File: config.mk
export PLATFORM = sky130hd
export DESIGN_NAME = mode_reset_policy
export DESIGN_NICKNAME = d
export VERILOG_FILES = /design/src/design/policy_pkg.sv /design/src/design/cable_reset_timer.sv /design/src/design/mode_reset_policy.sv
export VERILOG_INCLUDE_DIRS = /design/src /design/src/design
export SDC_FILE = /design/constraint.sdc
export NUM_CORES = 1
export LEC_CHECK = 0
export BUFFER_PORTS_ARGS = -buffer_cell sky130_fd_sc_hd__buf_2
export CORE_UTILIZATION = 40
export DETAILED_ROUTE_END_ITERATION = 16
export GPL_ROUTABILITY_DRIVEN = 0
export PLACE_DENSITY = 0.63
export RECOVER_POWER = 50
export SLEW_MARGIN = 20
export SYNTH_ARGS = -nofsm -noshare
export SYNTH_HDL_FRONTEND = slang
export SYNTH_SLANG_ARGS = --single-unit
File: constraint.sdc
create_clock -name clk -period 4.44 [get_ports clk]
set_clock_uncertainty 0.15 [all_clocks]
set_input_delay 0.666 -clock clk [delete_from_list [all_inputs] [get_ports clk]]
set_output_delay 0.666 -clock clk [all_outputs]
set_load 0.01 [all_outputs]
File: src/design/policy_defs.svh
// constants for the mode response and cable reset policy block
`ifndef POLICY_DEFS_SVH
`define POLICY_DEFS_SVH

// ****************************************
// widths
// ****************************************
`define MODE_W 8
`define NAK_CODE_W 2

// ****************************************
// timing
// ****************************************
`define CLK_PERIOD_NS 25
// time the plug holds its full reset before reporting completion
`define CBL_RESET_NS 1000
`define CBL_RESET_CYC ((`CBL_RESET_NS + `CLK_PERIOD_NS - 1) / `CLK_PERIOD_NS)
`define CBL_RESET_CNT_W 7

`endif

File: src/design/policy_pkg.sv
// types shared by the mode response and cable reset policy block
`include "policy_defs.svh"

package policy_pkg;

   // ****************************************
   // engine states
   // ****************************************
   typedef enum logic [3:0] {
      ST_SRC_READY  = 4'b0000,
      ST_SNK_READY  = 4'b0001,
      ST_EVAL_ENTRY = 4'b0010,
      ST_ENTRY_ACK  = 4'b0011,
      ST_ENTRY_NAK  = 4'b0100,
      ST_MODE_EXIT  = 4'b0101,
      ST_EXIT_ACK   = 4'b0110,
      ST_EXIT_NAK   = 4'b0111,
      ST_CBL_READY  = 4'b1000,
      ST_CBL_SOFT   = 4'b1001,
      ST_CBL_HARD   = 4'b1010
   } pe_state_e;

   // ****************************************
   // carriers
   // ****************************************
   // structured enter or exit mode request from the far port
   typedef struct packed {
      logic valid;
      logic is_exit;
      logic [`MODE_W-1:0] mode;
   } mode_cmd_s;

   // verdict from the device policy manager
   typedef struct packed {
      logic entered;
      logic left;
      logic nak;
      logic [`NAK_CODE_W-1:0] nak_code;
   } dpm_rsp_s;

   // request to the device policy manager
   typedef struct packed {
      logic enter_eval;
      logic exit_req;
      logic [`MODE_W-1:0] mode;
   } dpm_req_s;

   // response handed to the protocol layer for transmission
   typedef struct packed {
      logic valid;
      logic is_exit;
      logic ack;
      logic [`NAK_CODE_W-1:0] nak_code;
      logic [`MODE_W-1:0] mode;
   } mode_rsp_s;

   // events reported by the protocol layer
   typedef struct packed {
      logic soft_reset_rx;
      logic hard_reset_rx;
      logic cable_reset_rx;
      logic tx_sent;
      logic tx_err;
   } prl_evt_s;

endpackage : policy_pkg

File: src/design/cable_reset_timer.sv
// timer that paces the cable plug's full reset
`timescale 1ns/1ps
`include "policy_defs.svh"

module cable_reset_timer (
   // clock and reset
   input logic clk,
   input logic rstn,
   // control
   input logic start,
   output logic busy,
   output logic done
);

   localparam int RESET_CYC_I = `CBL_RESET_CYC;

   logic [`CBL_RESET_CNT_W-1:0] count_reg;
   logic [`CBL_RESET_CNT_W-1:0] count_next;
   logic done_reg;
   logic done_next;
   logic [`CBL_RESET_CNT_W-1:0] elapsed_reg;

   // ****************************************
   // countdown
   // ****************************************
   always_comb begin
      count_next = count_reg;
      done_next = 1'b0;
      if (!rstn) begin
         count_next = '0;
      end else if (start) begin
         count_next = `CBL_RESET_CNT_W'(`CBL_RESET_CYC);
      end else if (count_reg != '0) begin
         count_next = count_reg - `CBL_RESET_CNT_W'(1);
         done_next = (count_reg == `CBL_RESET_CNT_W'(1));
      end
   end

   always_ff @(posedge clk) begin
      count_reg <= count_next;
      done_reg <= done_next;
   end

   assign busy = (count_reg != '0);
   assign done = done_reg;

   // ****************************************
   // checks
   // ****************************************
   // cycles since the last start, for the check only
   always_ff @(posedge clk) begin
      if (!rstn || start) begin
         elapsed_reg <= '0;
      end else if (elapsed_reg != '1) begin
         elapsed_reg <= elapsed_reg + `CBL_RESET_CNT_W'(1);
      end
   end
endmodule : cable_reset_timer

File: src/design/mode_reset_policy.sv
// mode entry/exit responder and cable plug reset engine
`timescale 1ns/1ps
`include "policy_defs.svh"

module mode_reset_policy
   import policy_pkg::*;
(
   // clock and reset
   input logic clk,
   input logic rstn,
   // role
   input logic cable_role,
   input logic power_src,
   // far port requests and protocol layer events
   input mode_cmd_s cmd,
   input prl_evt_s prl,
   // device policy manager
   output dpm_req_s dpm_req,
   input dpm_rsp_s dpm_rsp,
   // protocol layer requests
   output mode_rsp_s rsp,
   output logic prl_reset,
   output logic accept_tx,
   // plug and status
   output logic full_reset,
   output logic mode_active,
   output pe_state_e state
);

   // ****************************************
   // helpers
   // ****************************************
   function automatic pe_state_e ready_state(input logic cable, input logic src);
      if (cable) begin
         ready_state = ST_CBL_READY;
      end else if (src) begin
         ready_state = ST_SRC_READY;
      end else begin
         ready_state = ST_SNK_READY;
      end
   endfunction : ready_state

   function automatic logic is_tx_state(input pe_state_e s);
      is_tx_state = (s == ST_ENTRY_ACK) || (s == ST_ENTRY_NAK) ||
                    (s == ST_EXIT_ACK) || (s == ST_EXIT_NAK);
   endfunction : is_tx_state

   // ****************************************
   // state
   // ****************************************
   pe_state_e state_reg;
   pe_state_e state_next;
   logic [`MODE_W-1:0] mode_reg;
   logic [`MODE_W-1:0] mode_next;
   logic [`NAK_CODE_W-1:0] nak_code_reg;
   logic [`NAK_CODE_W-1:0] nak_code_next;
   logic accept_wait_reg;
   logic accept_wait_next;
   logic modal_reg;
   logic modal_next;
   dpm_req_s dpm_req_reg;
   dpm_req_s dpm_req_next;
   mode_rsp_s rsp_reg;
   mode_rsp_s rsp_next;
   logic prl_reset_reg;
   logic prl_reset_next;
   logic accept_tx_reg;
   logic accept_tx_next;
   logic full_reset_reg;
   logic full_reset_next;

   logic soft_evt;
   logic hard_evt;
   logic hard_start;
   logic timer_done;

   assign hard_evt = cable_role && (prl.hard_reset_rx || prl.cable_reset_rx);
   assign soft_evt = cable_role && prl.soft_reset_rx && !hard_evt;

   // ****************************************
   // next state
   // ****************************************
   always_comb begin
      state_next = state_reg;
      mode_next = mode_reg;
      nak_code_next = nak_code_reg;
      accept_wait_next = accept_wait_reg;
      modal_next = modal_reg;
      case (state_reg)
         ST_SRC_READY, ST_SNK_READY: begin
            if (cmd.valid && !cable_role) begin
               mode_next = cmd.mode;
               if (cmd.is_exit) begin
                  state_next = ST_MODE_EXIT;
               end else begin
                  state_next = ST_EVAL_ENTRY;
               end
            end else begin
               state_next = ready_state(cable_role, power_src);
            end
         end
         ST_EVAL_ENTRY: begin
            if (dpm_rsp.entered) begin
               state_next = ST_ENTRY_ACK;
               modal_next = 1'b1;
            end else if (dpm_rsp.nak) begin
               state_next = ST_ENTRY_NAK;
               nak_code_next = dpm_rsp.nak_code;
            end
         end
         ST_MODE_EXIT: begin
            if (dpm_rsp.left) begin
               state_next = ST_EXIT_ACK;
               modal_next = 1'b0;
            end else if (dpm_rsp.nak) begin
               state_next = ST_EXIT_NAK;
               nak_code_next = dpm_rsp.nak_code;
            end
         end
         ST_ENTRY_ACK, ST_ENTRY_NAK, ST_EXIT_ACK, ST_EXIT_NAK: begin
            // a failed send also gives up the response and returns home
            if (prl.tx_sent || prl.tx_err) begin
               state_next = ready_state(cable_role, power_src);
            end
         end
         ST_CBL_READY: begin
            state_next = ready_state(cable_role, power_src);
         end
         ST_CBL_SOFT: begin
            if (!accept_wait_reg) begin
               accept_wait_next = 1'b1;
            end else if (prl.tx_sent) begin
               state_next = ST_CBL_READY;
            end else if (prl.tx_err) begin
               state_next = ST_CBL_HARD;
            end
         end
         ST_CBL_HARD: begin
            if (timer_done) begin
               state_next = ST_CBL_READY;
            end
         end
         default: begin
            state_next = ready_state(cable_role, power_src);
         end
      endcase
      if (soft_evt) begin
         state_next = ST_CBL_SOFT;
         accept_wait_next = 1'b0;
      end
      if (hard_evt) begin
         state_next = ST_CBL_HARD;
      end
      if (state_next == ST_CBL_HARD) begin
         modal_next = 1'b0;
      end
      if (!rstn) begin
         state_next = ready_state(cable_role, power_src);
         mode_next = '0;
         nak_code_next = '0;
         accept_wait_next = 1'b0;
         modal_next = 1'b0;
      end
   end

   // ****************************************
   // registered outputs
   // ****************************************
   assign hard_start = rstn && (hard_evt ||
                       (state_next == ST_CBL_HARD && state_reg != ST_CBL_HARD));

   always_comb begin
      dpm_req_next.enter_eval = (state_next == ST_EVAL_ENTRY) &&
                                (state_reg != ST_EVAL_ENTRY);
      dpm_req_next.exit_req = (state_next == ST_MODE_EXIT) &&
                              (state_reg != ST_MODE_EXIT);
      dpm_req_next.mode = mode_next;
      rsp_next.valid = is_tx_state(state_next) && (state_next != state_reg);
      rsp_next.is_exit = (state_next == ST_EXIT_ACK) || (state_next == ST_EXIT_NAK);
      rsp_next.ack = (state_next == ST_ENTRY_ACK) || (state_next == ST_EXIT_ACK);
      rsp_next.nak_code = nak_code_next;
      rsp_next.mode = mode_next;
      prl_reset_next = (state_next == ST_CBL_SOFT) && !accept_wait_next;
      accept_tx_next = (state_next == ST_CBL_SOFT) && accept_wait_next &&
                       !accept_wait_reg;
      full_reset_next = (state_next == ST_CBL_HARD);
      if (!rstn) begin
         dpm_req_next = '0;
         rsp_next = '0;
         prl_reset_next = 1'b0;
         accept_tx_next = 1'b0;
         full_reset_next = 1'b0;
      end
   end

   always_ff @(posedge clk) begin
      state_reg <= state_next;
      mode_reg <= mode_next;
      nak_code_reg <= nak_code_next;
      accept_wait_reg <= accept_wait_next;
      modal_reg <= modal_next;
      dpm_req_reg <= dpm_req_next;
      rsp_reg <= rsp_next;
      prl_reset_reg <= prl_reset_next;
      accept_tx_reg <= accept_tx_next;
      full_reset_reg <= full_reset_next;
   end

   assign dpm_req = dpm_req_reg;
   assign rsp = rsp_reg;
   assign prl_reset = prl_reset_reg;
   assign accept_tx = accept_tx_reg;
   assign full_reset = full_reset_reg;
   assign mode_active = modal_reg;
   assign state = state_reg;

   // ****************************************
   // full reset pacing
   // ****************************************
   cable_reset_timer u_reset_timer (
      .clk(clk),
      .rstn(rstn),
      .start(hard_start),
      .busy(),
      .done(timer_done)
   );
endmodule : mode_reset_policy

==> results.yml, run 1 <==
synth:
  synth_seq_area_share_pct: 40.60
  ys_types: 54
  ys_dominant_reg_cell: "dfxtp_1"
  netlist_area_um2: 2071
  ys_warn_count: 0
  synth-edff-count: 0
  syn_inst: 236
  synth_nets: 262
  syn-mean-instance-area_um2: 8.774
  netlist.area_leader.share_pct: 40.60
  synth_top_cell_by_area: "dfxtp_1"
  ys_ff_latch: 42
  synth.area.top_cells: "dfxtp_1 (41%), a21boi_0 (6.2%), nand2_1 (3.8%)"
  postSynth.asyncResetShare_pct: 0
die:
  coreArea_um2: 4848
  initial_core_util_pct: 42.71
  rows: 25
  die-area_um2: 5469
  num_io_pins: 55
  die_y_um: 73.95
  die_width_um: 73.95
timing:
  period_share_pct: 71.74
  setup_ws_ns: 1.255
  maxSlewViolCount: 0
  relSlewSlack_pct: 49.98
  finalCriticalPeriod_ns: 3.185
  setup_tns_ns: 0
  fmax_mhz: 314.0
  setup_violations: 0
  worst_pin_slew_ns: 0.7314
  hold_viol: 0
  rsz0062_at_grt: "false"
clock_tree:
  cts_buffer_depth: 2
  post_cts_buffers: 0
  worstSkewPairLatency_ns: 0.29
  cts_tree: "done"
  cts_max_level: 2
  clockRootBuffer: "clkbuf_8"
  cts_made_buffers: 5
  cts_sinks: 42
  cts.clk_slew.worst_paths_ns: 0.08
  postCtsHoldBufs: 0
  cts_resized: 0
layout:
  area_delta_synth_final_pct: 17.95
  nFillCells: 509
  multi_input_area_um2: 1076
  drive_gt1_share_pct: 15.55
  antenna_cells: 0
  finalNetCount: 308
  final_cell_mix: "dfxtp_1 (42), clkbuf_1 (29), buf_2 (26)"
  largest_register_ffs: 13
  finish.instance_area_um2: 2442
  ff_latch_area_um2: 840.8
  layout_commonest_cell: "dfxtp_1"
route:
  drtPass1Iterations: 4
  drc: 0
  vias: 1811
  vias_per_cell: 5.174
  routed_wl_um: 4753
  avgRoutedWirePerCell_um: 13.58
  drtIter0Drc: 56
  ant_nets: 0
power_and_ir_drop:
  combinationalPowerShare_pct: 22.4
  intPower_uw: 746.9
  clockPowerShare_pct: 35.6
  ir_worst_vdd_uv: 141.0
  netSwitchingFraction_pct: 27.95
  p_leak_nw: 0.9696
  power.switching_uw: 289.8
  power.density_nw_per_um2: 424.5
  finalPower_mw: 1.037
  seq_power_share_pct: 42.0
worst_setup_path:
  r2r_cells: 8
  arrival_ns: 3.27
  cp_max_fo: 13
  path_class: "in2reg"
  start_kind: "input pin"
  required_ns: 4.53
  endpoint_kind: "flop"
placement:
  post-place-ws_ns: 1.261
  numPortBuffers: 54
  place_area_um2: 2347
  hpwl_um: 3448
flow_run:
  maxCapViolations: 0
grt:
  grtUsageTotal_pct: 18.10
  grt_antenna_before_repair: 0
  grt-ovfl-total: 0
  grt_pass1_vias: 1594
  grt_max_degree: 36
  grt_pass1_wl_um: 7541
run_status:
  status: "completed"
hold_path:
  worst_hold_path_type: "reg2reg"
  hold_depth: 2
==> power groups by stage <==
stage	clock (mW)	combinational, mW	sequential, mW
floorplan	0	0.182	0.435
global placement	0	0.232	0.444
detailed placement	0	0.233	0.444
CTS	0.377	0.234	0.435
global route	0.390	0.259	0.439
finish	0.369	0.232	0.436
==> worst max-delay path: stages <==
cell,delay (ns)
clkbuf_1,0.39
nor4_1,0.13
clkbuf_1,0.27
a32o_1,0.30
or4_4,0.43
o21ai_2,0.15
or3b_1,0.40
nor3b_4,0.35
o31a_1,0.18
==> final timing paths <==
path / endpoint / startpoint / slack, ns
worst min-delay path: mode_reg[0]$_DFF_P_ / mode_reg[0]$_DFF_P_ / 0.32
worst max register to register: u_reset_timer.count_reg[3]$_SDFFE_PN0P_ / state[1]$_DFF_P_ / 1.38
worst min register to register: mode_reg[0]$_DFF_P_ / mode_reg[0]$_DFF_P_ / 0.32
worst max-delay path: u_reset_timer.count_reg[3]$_SDFFE_PN0P_ / cable_role / 1.25
==> per-stage QoR <==
| step | hold slack, ns | utilization [%] | cells |
|---|---|---|---|
| finish | 0.3182 | 50.37 | 350 |
| detailed placement | 0.3139 | 48.41 | 342 |
| CTS | 0.3254 | 51.35 | 350 |
| floorplan | 0.2892 | - | 236 |
| global route | 0.3537 | 50.37 | 350 |
| global placement | 0.3042 | 48.41 | 342 |
==> cells in the mapped netlist (3+ instances only) <==
master and instances:
nand2b_1 4, nor3_1 13, dfxtp_1 42, inv_1 12
mux2_2 3, o21ai_0 10, a22o_1 3, a21boi_0 17
nor4_1 4, clkbuf_1 5, nor2_1 13, nand3_1 12
mux2i_1 4, buf_4 9, nand3b_1 3, nand2_1 21
a21oi_1 3, xnor2_1 4, buf_2 4, nor2b_1 6
==> area by class of cell <==
| cell class | instances | area share [%] |
|---|---|---|
| Tap cell | 67 | 3.432 |
| Clock inverter | 2 | 2.459 |
| Inverter | 12 | 1.844 |
| Clock buffer | 6 | 3.381 |
| Multi-Input combinational cell | 164 | 44.06 |
| Timing Repair Buffer | 57 | 10.40 |
| Sequential cell | 42 | 34.43 |
==> cell families after synthesis <==
group                    after synthesis  synth area share, %
AND/OR/NAND/NOR                       94                25.38
flip-flops                            42                40.60
buffers and inverters                 30                7.311
adder cells (fa/ha/maj)                2                1.208
multiplexers                           7                3.565
XOR/XNOR                               5                2.115
AO/OA/AOI/OAI                         56                19.82
==> metal layers <==
layer | GRT usage (%) | part of all wire, % | vias up
met5 | 0 | 0 | -
met4 | 7.051 | 1.6 | 0
met3 | 3.252 | 4.4 | 5
met2 | 27.37 | 44 | 45
met1 | 25.57 | 50 | 827
li1 | - | - | 934
No activity file was read; power rests on OpenSTA's default activity.
==> run 2: changes to the inputs <==
- PLACE_DENSITY: 0.63 -> 0.66
- clock period: 4.44 -> 2.7 ns (I/O delays scaled with it)
==> results.yml, run 2 (same netlist as run 1, synthesis figures left out) <==
run_status:
  status: "completed"
worst_setup_path:
  arrival_ns: 2.68
  path_class: "reg2reg"
  start_kind: "flop"
  r2r_slack_ns: 0.11
  endpoint_kind: "flop"
  required_ns: 2.79
  cp_max_fo: 12
layout:
  area_delta_synth_final_pct: 23.50
  nFillCells: 468
  antenna_cells: 0
  largest_register_ffs: 13
  finalNetCount: 328
  layout_commonest_cell: "dfxtp_1"
  instances_no_fill: 370
  final_cell_mix: "dfxtp_1 (38), clkbuf_1 (29), buf_2 (26)"
  drive_gt1_share_pct: 23.43
timing:
  rsz0062_at_grt: "false"
  period_share_pct: 95.89
  relSlewSlack_pct: 49.90
  finalCriticalPeriod_ns: 2.589
  setup_tns_ns: 0
  setup_violations: 0
  whs_ns: 0.2384
  hold_viol: 0
  maxSlewViolCount: 0
  worst_pin_slew_ns: 0.7325
  fmax_mhz: 386.2
route:
  avgRoutedWirePerCell_um: 13.41
  vias_per_cell: 5.241
  top_layer_used: "met4"
  ant_nets: 0
  drc: 0
  wl_met1_um: 2317
  wl_met3_um: 324
  drtPass1Iterations: 4
  vias: 1939
  wl_met2_um: 2238
  drtIter0Drc: 90
  routed_wl_um: 4962
die:
  die_width_um: 73.95
  initial_core_util_pct: 42.71
  rows: 25
  coreArea_um2: 4848
  die-area_um2: 5469
  die_y_um: 73.95
  num_io_pins: 55
clock_tree:
  cts.clk_slew.worst_paths_ns: 0.08
  cts_buffer_depth: 2
  worstSkewPairLatency_ns: 0.29
  cts_max_level: 2
  cts_made_buffers: 5
  postCtsHoldBufs: 0
  cts_sinks: 42
  clockRootBuffer: "clkbuf_8"
  cts_tree: "done"
placement:
  placed_cells: 359
  hpwl_um: 3713
  numPortBuffers: 54
power_and_ir_drop:
  netSwitchingFraction_pct: 31.97
  ir_worst_vdd_uv: 311.8
  power.switching_uw: 489.3
  combinationalPowerShare_pct: 27.5
  clockPowerShare_pct: 26.3
  seq_power_share_pct: 46.1
  p_leak_nw: 1.046
  power.density_nw_per_um2: 598.3
  intPower_mw: 1.041
grt:
  grt_pass1_vias: 1769
  grt_max_degree: 31
  grt_pass1_wl_um: 8079
  grt-ovfl-total: 0
  grtUsageTotal_pct: 19.38
  grt_antenna_before_repair: 0
flow_run:
  maxCapViolations: 0
hold_path:
  worst_hold_path_type: "in2reg"
run 2: cell types whose count changed in the layout (fill, tap and decap cells not counted), moves of 2 or more:
cell       delta
dfxtp_2       +4
bufinv_16     -2
buf_4        +21
dfxtp_1       -4
run 2: critical path, cell delays in order (launching register included):
cell,delay [ns]
dfxtp_2,0.38
buf_4,0.19
nand3b_1,0.12
o32ai_1,0.08
or4_4,0.53
o21ai_2,0.17
or3b_1,0.41
nor3b_4,0.18
buf_4,0.17
o31a_1,0.14
run 2: stage by stage:
step / instance area, um2 / utilization (%) / power (mW) / setup WS (ns)
3_3_place_gp: 2475 / 51.05 / 1.127 / 0.06757
5_1_grt: 2557 / 52.75 / 1.643 / 0.001311
3_5_place_dp: 2475 / 51.05 / 1.138 / 0.006073
6_report: 2557 / 52.75 / 1.530 / 0.1109
2_1_floorplan: 2071 / - / 1.015 / 0.1702
4_1_cts: 2561 / 52.83 / 1.544 / 0.04693
run 2: final cells by class:
cell class | instances | area (um2) | share of cell area, %
clock inverters | 2 | 13.76 | 0.5382
well taps | 67 | 83.83 | 3.278
flip-flops and latches | 42 | 845.8 | 33.07
multi-input cells | 164 | 1089 | 42.56
clock buffers | 6 | 72.57 | 2.838
repair buffers | 77 | 407.9 | 15.95
inverters | 12 | 45.04 | 1.761
run 2: timing repair:
action	4_1_cts	5_1_grt
buffers inserted	0	3
gates resized for setup	0	5
setup endpoints to repair	0	9
run 2: final timing paths:
| kind | startpoint | cells after the start | to |
|---|---|---|---|
| worst max-delay path | state[3]$_DFF_P_ | 9 | u_reset_timer.count_reg[5]$_SDFFE_PN0P_ |
| worst min-delay path | dpm_rsp[0] | 3 | nak_code_reg[0]$_DFF_P_ |
| worst max register to register | state[3]$_DFF_P_ | 9 | u_reset_timer.count_reg[5]$_SDFFE_PN0P_ |
| worst min register to register | mode_reg[0]$_DFF_P_ | 2 | mode_reg[0]$_DFF_P_ |
run 2: per-layer routing:
layer / vias up / GRT usage (%)
met3: 11 / 5.014
met4: 0 / 6.838
met2: 73 / 30.81
li1: 971 / -
met5: - / 0
met1: 884 / 25.46
run 2: power groups by stage:
stage                     sequential, mW  combinational, mW  clock [mW]
after floorplan                    0.715              0.300           0
after global placement             0.717              0.410           0
after detailed placement           0.718              0.420           0
after CTS                          0.704              0.425       0.415
after global routing               0.715              0.483       0.445
final                              0.706              0.421       0.403
